### src/rss_pkg.sv
package rss_pkg;
   // ==========================================================
   // Operation codes
   typedef enum logic [4:0] {
      op_none = 5'h00,
      rotate_left_with_carry = 5'h01,
      rotate_left_with_carry_to_working = 5'h02,
      rotate_right = 5'h03,
      rotate_right_to_working = 5'h04,
      rotate_right_with_carry = 5'h05,
      rotate_right_with_carry_to_working = 5'h06,
      borrow_minus_to_working = 5'h07,
      borrow_minus_to_memory = 5'h08,
      minus_to_working = 5'h09,
      minus_to_memory = 5'h0a,
      decrement_skip_zero = 5'h0b,
      decrement_skip_zero_to_working = 5'h0c,
      increment_skip_zero = 5'h0d,
      increment_skip_zero_to_working = 5'h0e,
      bit_high_skip = 5'h0f,
      byte_set = 5'h10,
      bit_set = 5'h11
   } op_t;

   // ==========================================================
   // Reset values and constants
   localparam logic [7:0] WORKING_RESET = 8'h00;
   localparam logic [7:0] ALL_ONES = 8'hff;
   localparam logic [7:0] ONE = 8'h01;
   localparam logic [3:0] FLAGS_RESET = 4'h0;
   localparam int FLAG_CARRY = 0;
   localparam int FLAG_HALF = 1;
   localparam int FLAG_ZERO = 2;
   localparam int FLAG_SIGNED = 3;
   localparam logic [1:0] SKIP_CYCLES = 2'h2;
endpackage : rss_pkg
### src/rss_adder.sv
`timescale 1ns/1ps
module rss_adder (
   input wire logic [7:0] i_a,
   input wire logic [7:0] i_b,
   input wire logic i_cin,
   output logic [7:0] o_sum,
   output logic o_cout,
   output logic o_half,
   output logic o_ovf
);
   logic [4:0] low;
   logic [8:0] full;
   always_comb begin
      low = {1'b0, i_a[3:0]} + {1'b0, i_b[3:0]} + {4'h0, i_cin};
      full = {1'b0, i_a} + {1'b0, i_b} + {8'h00, i_cin};
      o_sum = full[7:0];
      o_cout = full[8];
      // Carry out of the low nibble
      o_half = low[4];
      // Signed overflow: like-signed inputs, differing result
      o_ovf = (i_a[7] == i_b[7]) && (full[7] != i_a[7]);
   end
endmodule : rss_adder

### src/rss_datapath.sv
// Overview of operation
// - Rotate left through carry to memory: carry into bit 0, bit 7 into carry.
// - Same rotate to working register; memory untouched, carry from bit 7.
// - Rotate right to memory: bit 0 into bit 7, flags unchanged.
// - Rotate right to working register only; memory and flags unchanged.
// - Rotate right through carry to memory: carry into bit 7, bit 0 into carry.
// - Same rotate to working register; carry from bit 0, memory kept.
// - Borrow subtract: working plus inverted operand plus carry, four flags updated.
// - Plain subtract: working plus inverted operand plus one, four flags updated.
// - True skip condition discards prefetched instruction: two cycles, else one.
// - Decrement memory operand, write back, skip on zero, flags unchanged.
// - Decrement into working register, memory kept, skip on zero.
// - Increment memory operand, write back, skip on zero, flags unchanged.
// - Increment into working register, memory kept, skip on zero.
// - Skip when selected operand bit is one; no flag change.
// - Byte set writes all ones to memory, no flag change.
// - Bit set forces only selected bit to one, no flag change.
`timescale 1ns/1ps
module rss_datapath (
   input wire logic i_mclk,
   input wire logic i_reset_n,
   input wire logic i_clk_en,
   input wire logic i_start,
   input wire rss_pkg::op_t i_op,
   input wire logic [7:0] i_mem_data,
   input wire logic [2:0] i_bit_sel,
   output logic [7:0] o_working,
   output logic o_carry,
   output logic o_half_borrow_flag,
   output logic o_zero,
   output logic o_signed_range_flag,
   output logic o_mem_we,
   output logic [7:0] o_mem_wdata,
   output logic o_discard,
   output logic o_busy,
   output logic o_done
);
   // ==========================================================
   // Sequencer
   typedef enum logic [1:0] {
      st_idle = 2'b01,
      st_dummy = 2'b10
   } state_t;

   state_t state_q, state_d;
   logic [7:0] working_q, working_d;
   logic [3:0] flags_q, flags_d;
   logic mem_we_q, mem_we_d;
   logic [7:0] mem_wdata_q, mem_wdata_d;
   logic discard_q, discard_d;
   logic done_q, done_d;
   logic [7:0] add_b;
   logic add_cin;
   logic [7:0] add_sum;
   logic add_cout, add_half, add_ovf;
   logic [7:0] res;
   logic skip;

   // ==========================================================
   // Helpers
   // One-hot mask shared by the bit test and the bit set
   function automatic logic [7:0] bit_mask(input logic [2:0] sel);
      bit_mask = rss_pkg::ONE << sel;
   endfunction : bit_mask

   // ==========================================================
   // Operand adder
   // Subtract as addition of the inverted operand
   always_comb begin
      add_b = ~i_mem_data;
      add_cin = (i_op == rss_pkg::borrow_minus_to_working || i_op == rss_pkg::borrow_minus_to_memory)
         ? flags_q[rss_pkg::FLAG_CARRY] : 1'b1;
   end

   rss_adder u_adder (
      .i_a(working_q),
      .i_b(add_b),
      .i_cin(add_cin),
      .o_sum(add_sum),
      .o_cout(add_cout),
      .o_half(add_half),
      .o_ovf(add_ovf)
   );

   // ==========================================================
   // Execute
   always_comb begin
      state_d = state_q;
      working_d = working_q;
      flags_d = flags_q;
      mem_we_d = 1'b0;
      mem_wdata_d = mem_wdata_q;
      discard_d = 1'b0;
      done_d = 1'b0;
      res = i_mem_data;
      skip = 1'b0;
      unique case (state_q)
         st_idle: begin
            // Any enabled edge with start takes an instruction
            if (i_start) begin
               done_d = 1'b1;
               // Result first, destination second: one path serves both variants
               unique case (i_op)
                  rss_pkg::rotate_left_with_carry, rss_pkg::rotate_left_with_carry_to_working: begin
                     res = {i_mem_data[6:0], flags_q[rss_pkg::FLAG_CARRY]};
                     flags_d[rss_pkg::FLAG_CARRY] = i_mem_data[7];
                  end
                  rss_pkg::rotate_right, rss_pkg::rotate_right_to_working: begin
                     res = {i_mem_data[0], i_mem_data[7:1]};
                  end
                  rss_pkg::rotate_right_with_carry, rss_pkg::rotate_right_with_carry_to_working: begin
                     res = {flags_q[rss_pkg::FLAG_CARRY], i_mem_data[7:1]};
                     flags_d[rss_pkg::FLAG_CARRY] = i_mem_data[0];
                  end
                  rss_pkg::borrow_minus_to_working, rss_pkg::borrow_minus_to_memory,
                  rss_pkg::minus_to_working, rss_pkg::minus_to_memory: begin
                     // Carry set means no borrow
                     res = add_sum;
                     flags_d[rss_pkg::FLAG_CARRY] = add_cout;
                     flags_d[rss_pkg::FLAG_HALF] = add_half;
                     flags_d[rss_pkg::FLAG_ZERO] = (add_sum == 8'h00);
                     flags_d[rss_pkg::FLAG_SIGNED] = add_ovf;
                  end
                  rss_pkg::decrement_skip_zero, rss_pkg::decrement_skip_zero_to_working: begin
                     // Zero flag left alone: only the skip reports the zero result
                     res = i_mem_data - rss_pkg::ONE;
                     skip = (res == 8'h00);
                  end
                  rss_pkg::increment_skip_zero, rss_pkg::increment_skip_zero_to_working: begin
                     res = i_mem_data + rss_pkg::ONE;
                     skip = (res == 8'h00);
                  end
                  rss_pkg::bit_high_skip: begin
                     skip = |(i_mem_data & bit_mask(i_bit_sel));
                  end
                  rss_pkg::byte_set: begin
                     res = rss_pkg::ALL_ONES;
                  end
                  rss_pkg::bit_set: begin
                     res = i_mem_data | bit_mask(i_bit_sel);
                  end
                  default: begin
                     // Unlisted codes only complete
                     done_d = 1'b1;
                  end
               endcase

               // Destination select
               unique case (i_op)
                  rss_pkg::rotate_left_with_carry_to_working, rss_pkg::rotate_right_to_working,
                  rss_pkg::rotate_right_with_carry_to_working, rss_pkg::borrow_minus_to_working,
                  rss_pkg::minus_to_working, rss_pkg::decrement_skip_zero_to_working,
                  rss_pkg::increment_skip_zero_to_working: begin
                     working_d = res;
                  end
                  rss_pkg::rotate_left_with_carry, rss_pkg::rotate_right, rss_pkg::rotate_right_with_carry,
                  rss_pkg::borrow_minus_to_memory, rss_pkg::minus_to_memory, rss_pkg::decrement_skip_zero,
                  rss_pkg::increment_skip_zero, rss_pkg::byte_set, rss_pkg::bit_set: begin
                     mem_we_d = 1'b1;
                     mem_wdata_d = res;
                  end
                  default: begin
                     mem_we_d = 1'b0;
                  end
               endcase
               // Skip: done is held back to the dummy cycle
               if (skip) begin
                  discard_d = 1'b1;
                  done_d = 1'b0;
                  state_d = st_dummy;
               end
            end
         end
         st_dummy: begin
            // Start is not looked at here; the fetch side re-presents it next cycle
            done_d = 1'b1;
            state_d = st_idle;
         end
         default: begin
            state_d = st_idle;
         end
      endcase
   end

   // ==========================================================
   // State registers
   // Clock enable low freezes every register, pulses included
   always_ff @(posedge i_mclk or negedge i_reset_n) begin
      if (!i_reset_n) begin
         state_q <= st_idle;
         working_q <= rss_pkg::WORKING_RESET;
         flags_q <= rss_pkg::FLAGS_RESET;
         mem_we_q <= 1'b0;
         mem_wdata_q <= 8'h00;
         discard_q <= 1'b0;
         done_q <= 1'b0;
      end else if (i_clk_en) begin
         state_q <= state_d;
         working_q <= working_d;
         flags_q <= flags_d;
         mem_we_q <= mem_we_d;
         mem_wdata_q <= mem_wdata_d;
         discard_q <= discard_d;
         done_q <= done_d;
      end
   end

   // ==========================================================
   // Outputs
   always_comb begin
      o_working = working_q;
      o_carry = flags_q[rss_pkg::FLAG_CARRY];
      o_half_borrow_flag = flags_q[rss_pkg::FLAG_HALF];
      o_zero = flags_q[rss_pkg::FLAG_ZERO];
      o_signed_range_flag = flags_q[rss_pkg::FLAG_SIGNED];
      o_mem_we = mem_we_q;
      o_mem_wdata = mem_wdata_q;
      o_discard = discard_q;
      // One-hot: the dummy state bit is the busy flop
      o_busy = state_q[1];
      o_done = done_q;
   end
endmodule : rss_datapath

### config.mk
export PLATFORM = sky130hd
export DESIGN_NAME = rss_datapath
export DESIGN_NICKNAME = d
export VERILOG_FILES = /design/src/rss_pkg.sv /design/src/rss_adder.sv /design/src/rss_datapath.sv
export SDC_FILE = /design/constraint.sdc
export NUM_CORES = 1
export LEC_CHECK = 0
export BUFFER_PORTS_ARGS = -buffer_cell sky130_fd_sc_hd__buf_2
export CORE_UTILIZATION = 40
export DETAILED_ROUTE_END_ITERATION = 16
export PLACE_DENSITY = 0.6
export SLEW_MARGIN = 20
export SYNTH_ARGS = -nofsm -noshare
export SYNTH_HDL_FRONTEND = slang
export SYNTH_SLANG_ARGS = --single-unit
### constraint.sdc
create_clock -name i_mclk -period 2.3 [get_ports i_mclk]
set_input_delay 0.115 -clock i_mclk [delete_from_list [all_inputs] [get_ports i_mclk]]
set_output_delay 0.115 -clock i_mclk [all_outputs]
set_load 0.02 [all_outputs]
==> results of run 1 <==
[per-stage QoR]
step | TNS (ns) | instances
after floorplan | -1.47 | 309
after global placement | -3.99 | 453
after detailed placement | -4.32 | 453
after CTS | -1.00 | 466
after global routing | -2.08 | 465
final | -0.829 | 465
[area by class of cell]
| type | instances | area [µm²] |
|---|---|---|
| timing repair buffer | 94 | 651 |
| tap | 77 | 96.3 |
| multi-input combinational | 247 | 1950 |
| fill | 590 | 2910 |
| sequential | 25 | 627 |
| clock buffer | 3 | 41.3 |
| inverter | 18 | 67.6 |
| clock inverter | 1 | 5.00 |
[power by group]
part	switching (mW)	internal [mW]	leakage, nW	total, mW
Combinational	0.966	0.908	1.17	1.87
Clock	0.143	0.121	0.0255	0.264
Sequential	0.117	0.608	0.308	0.725
[worst paths after layout]
path	start	end	slack, ns	cells after the start
min reg2reg	flags_q[1]	flags_q[1]	0.48	2
min in group asynchronous	i_reset_n	o_working[7]	0.35	2
min	i_start	state_q[1]	0.16	3
max reg2reg	flags_q[0]	flags_q[2]	-0.17	9
max in group asynchronous	i_reset_n	state_q[0]	1.56	2
max	flags_q[0]	flags_q[2]	-0.17	9
[cell usage in the layout, fill, tap and decap left out, types with 5 or more instances in the layout]
cell type	n
a31oi_1	9
xnor2_1	12
nor2_1	15
nor3_1	9
dfrtp_1	24
nand2_1	20
nand3b_1	6
a21oi_1	19
buf_2	40
inv_1	16
mux2_4	7
nor3b_1	5
nand3_1	16
buf_4	45
ha_1	12
o21ai_0	9
buf_6	6
mux2_2	7
[routing by layer]
| metal | part of all wire, % | global-route usage (%) |
|---|---|---|
| met1 | 47 | 35.7 |
| met5 | 0 | 0 |
| met2 | 44 | 35.5 |
| met3 | 6.8 | 1.29 |
| met4 | 2.5 | 9.72 |
[flip-flops by register name, summed over array words and instances, names as in the netlist]
name / count
o_working: 8
o_discard: 1
flags_q: 4
o_mem_wdata: 8
o_mem_we: 1
o_done: 1
state_q: 2
[worst min-delay path: stages]
cell and delay [ns]:
buf_2 0.11, o311ai_1 0.09, a21oi_1 0.08
[what timing repair did]
action	CTS	global route
endpoints found under the hold margin	24	0
resized for setup	18	11
hold buffers	1	0
buffers inserted	8	2
pin swaps	16	7
endpoints found under the setup margin	8	13
[logic make-up (layout without fill, tap and decap cells)]
logic type | count (synthesis) | count (layout) | share of synthesized area (%)
compound gates | 98 | 98 | 27.3
xor+xnor | 15 | 15 | 4.99
fa+ha+maj | 14 | 14 | 7.23
buf+inv | 37 | 116 | 6.66
flops | 25 | 25 | 23.8
mux | 15 | 15 | 6.37
simple gates | 105 | 105 | 23.6
==> reports/results.txt, run 1 <==
Top cells by area, synth: dfrtp_1 23%, ha_1 5.7%, mux2_2 5.6%, xnor2_1 4.3%, a21oi_1 4.0%
Synthesis-to-layout area growth: 30.6%
Post-synthesis sequential area ratio: 23.8%
Residual DRC: 0
Clock Sinks: 25
Number of global-route vias before repair: 2635
Antenna-violating nets left: 0
Area share of the largest cell type after synthesis: 22.8%
DR iter-0 viols: 371
Mapped Cells: 309
Most frequent CP cell: fa_2
Worst Path Required: 2.49 ns
Layout cells sized above 1: 37.9%
Root buffer cell: clkbuf_8
Design area: 3440 µm²
Share of synthesized registers carrying an async set or reset: 100%
Peak fanout along the critical path: 2
Vias per cell: 5.98
Max-slew headroom: 60.7%
Die Span Y: 83.1 µm
Initial Utilization: 41.4%
Period utilisation layout: 107%
Critical Path Start Type: flop
DIE WIDTH: 83.1 µm
Syn_area_per_cell: 8.52 µm²
Yosys cell types: 72
Clk slew on worst S/H paths: 0.08 ns
Maximum VDD drop: 0.000838 V
Critical path buffers and inverters: 1
Fin. max-slew vios: 0
HP Class: input pin to flop
Row count: 29
Clock buffer depth: 2
Worst slack, placed: -0.461 ns
Setup-failing EPs final: 9
Leak: 1.50 nW
Clk_skew: 0.0128 ns
Area after DPL: 3210 µm²
Total grt overflow: 0
Max frequency: 405 MHz
Total power draw: 2.86 mW
Skew-Pair Late Insertion Delay: 0.28 ns
Total of max-cap violations: 0
Syn Nets: 343
Ant. Diodes: 0
Post-synth EDFFs: 0
Full die area: 6910 µm²
GPL Wtd Cong: 0.887
Final-stage net count: 423
Port Buf Inserts: 43
CTS Buf Count: 3
Primary FF master, synth: dfrtp_1
Worst path cell trace: a211oi_4 -> fa_2 -> inv_2 -> fa_2 -> a211o_1 -> o21ai_2 -> xnor2_2 -> or4_1 -> o21ai_1
Wirelength per Cell: 17.4 µm
Via count: 2780
CP Class: flop to flop
Critical Path End Type: flop
Failing checks: setup timing
Most frequent cells after synthesis: 24 x dfrtp_1, 21 x a21oi_1, 20 x nand2_1, 17 x inv_1, 16 x nand3_1
CTS tree: yes
Count leader, synth: dfrtp_1
Area leader, netlist: dfrtp_1
Num ports: 44
Status: complete, but fails checks
Fin crit period: 2.47 ns
Largest net degree at the start of global routing: 26
CP max stage delay: 0.51 ns
P per Cell Area: 833 nW/µm²
Layout Utilization: 54.1%
Core Area: 6350 µm²
Yosys reg bits: 25
Hold WS: 0.165 ns
RSZ-0062 raised after global routing: true
Crit-path slowest cell: or4_1
Synth Warn #: 0
First-pass GRT wire length: 13.4 mm
Crit path max-delay family: compound AO/OA/AOI/OAI gates
Netlist Area Pre-Place: 2630 µm²
WL final: 8.11 mm
Pre-antenna DRT Iters: 5
Hpwl dp: 6.16 mm
Worst Tran Pin Value: 0.590 ns
GRT Resource Usage Total: 23.8%
H-tree depth: 1
Final Hold Fails: 0
CP arrival: 2.66 ns
Setup WS post-layout: -0.169 ns
Initial antenna violation count: 0
Power figures use the tool's default switching activity.
==> run 2: changes to the inputs <==
==> constraint.sdc (replaced) <==
create_clock -name i_mclk -period 2.3 [get_ports i_mclk]
set_input_delay 0.115 -clock i_mclk [delete_from_list [all_inputs] [get_ports i_mclk]]
set_output_delay 0.115 -clock i_mclk [all_outputs]
set_load 0.1 [all_outputs]
==> reports/results.txt, run 2 (synthesis results as in run 1) <==
Status: complete, but fails checks
Failing checks: setup timing
RSZ-0062 raised after global routing: true
DIE WIDTH: 83.1 µm
Clock Sinks: 25
Placed Instances: 456
Setup TNS: -1.50 ns
Synthesis-to-layout area growth: 30.4%
CP arrival: 2.74 ns
Total grt overflow: 0
Clock buffer depth: 2
Wirelength per Cell: 17.6 µm
Num ports: 44
Largest net degree at the start of global routing: 26
WL final: 8.18 mm
Setup WS post-layout: -0.233 ns
Leak: 1.48 nW
Core Area: 6350 µm²
Number of global-route vias before repair: 2603
Ant. Diodes: 0
CP Class: flop to flop
Peak fanout along the critical path: 2
Pre-antenna DRT Iters: 5
Maximum VDD drop: 0.00118 V
Full die area: 6910 µm²
Flop pwr share: 19.3%
Cell-internal power: 1.61 mW
Worst Path Required: 2.51 ns
Max frequency: 395 MHz
Antenna-violating nets left: 0
Total of max-cap violations: 0
Layout cells sized above 1: 40.6%
H-tree depth: 1
HP Class: input pin to flop
Most common cell after layout, fill and taps aside: buf_4
Fin. max-slew vios: 0
Psw: 2.24 mW
First-pass GRT wire length: 13.2 mm
Final Hold Fails: 0
CTS tree: yes
Critical Path Start Type: flop
Layout Cells excl Fill: 466
Initial Utilization: 41.4%
Logic pwr share: 73.9%
Period utilisation layout: 110%
DR iter-0 viols: 219
Port Buf Inserts: 43
Filler instances: 612
GPL Wtd Cong: 0.903
Via count: 2723
Final-stage net count: 424
Worst Tran Pin Value: 0.566 ns
Setup-failing EPs final: 8
Fin crit period: 2.53 ns
Die Span Y: 83.1 µm
Initial antenna violation count: 0
Hpwl dp: 6.29 mm
Skew-Pair Late Insertion Delay: 0.27 ns
Most frequent cells in the layout: 51 x buf_4, 43 x buf_2, 20 x nand2_1
Residual DRC: 0
Vias per cell: 5.84
Clk slew on worst S/H paths: 0.09 ns
CTS Buf Count: 3
P per Cell Area: 1120 nW/µm²
Row count: 29
Critical Path End Type: flop
Clk_skew: 0.00633 ns
Root buffer cell: clkbuf_8
Max-slew headroom: 62.2%
Clock group share of total power: 6.8%
GRT Resource Usage Total: 23.8%
Switching Share: 58.2%
run 2: cell count changes in the layout (fill, tap and decap cells not counted), moves of 2 or more:
| cell | before | now |
|---|---|---|
| buf_4 | 45 | 51 |
| dfrtp_4 | 0 | 2 |
| dfrtp_2 | 0 | 5 |
| buf_6 | 6 | 0 |
| dfrtp_1 | 24 | 17 |
| buf_2 | 40 | 43 |
run 2: final timing paths:
kind                           endpoint        from  depth (start not counted)  slack [ns]
setup / recovery             flags_q[2]  flags_q[0]                          9       -0.23
hold / removal               state_q[1]     i_start                          3        0.17
setup reg to reg             flags_q[2]  flags_q[0]                          9       -0.23
hold reg to reg              flags_q[3]  flags_q[3]                          2        0.48
max in group asynchronous    flags_q[0]   i_reset_n                          2        1.50
min in group asynchronous  o_working[7]   i_reset_n                          2        0.36
run 2: worst max-delay path, cell delays in order (launching register included):
cell,delay (ns)
dfrtp_4,0.49
a211oi_4,0.19
fa_2,0.26
inv_2,0.04
fa_2,0.34
a211o_1,0.29
o21ai_2,0.10
xnor2_2,0.09
or4_4,0.54
o21ai_2,0.13
run 2: power groups by stage:
stage / logic, mW / registers, mW / clock network [mW]
after floorplan: 0.870 / 1.95 / 0
after global placement: 2.62 / 0.737 / 0
after detailed placement: 2.64 / 0.748 / 0
after CTS: 2.72 / 0.743 / 0.269
after global routing: 2.99 / 0.762 / 0.279
final: 2.84 / 0.743 / 0.260
run 2: layout make-up:
class | count | area [µm²] | share of cell area, %
Inverter | 18 | 67.6 | 1.97
Tap cell | 77 | 96.3 | 2.81
Multi-Input combinational cell | 247 | 1970 | 57.5
Clock buffer | 4 | 45.0 | 1.31
Sequential cell | 25 | 641 | 18.7
Timing Repair Buffer | 95 | 608 | 17.7
run 2: stage by stage:
stage | area (µm²) | util [%] | total power [mW] | setup slack (ns) | hold WS, ns
after floorplan | 2710 | - | 2.82 | -0.270 | -0.181
after global placement | 3240 | 51.0 | 3.35 | -0.405 | 0.136
after detailed placement | 3240 | 51.0 | 3.39 | -0.438 | 0.145
after CTS | 3360 | 53.0 | 3.73 | -0.225 | 0.165
after global routing | 3430 | 54.0 | 4.03 | -0.325 | 0.195
final | 3430 | 54.0 | 3.85 | -0.233 | 0.166
run 2: per-layer routing:
layer  share of wire [%]  vias up  global-route usage (%)
li1                    -     1324                       -
met1                  47     1289                    33.9
met2                  46      101                    38.2
met3                 5.4        9                    1.89
met4                 1.4        0                    8.15
met5                   0        -                       0
run 2: timing repair:
action	4_1_cts	5_1_grt
gates cloned	0	0
hold buffers	1	0
buffers inserted	3	2
endpoints found under the hold margin	24	0
resized for setup	10	9
endpoints found under the setup margin	10	14
pin swaps	9	4
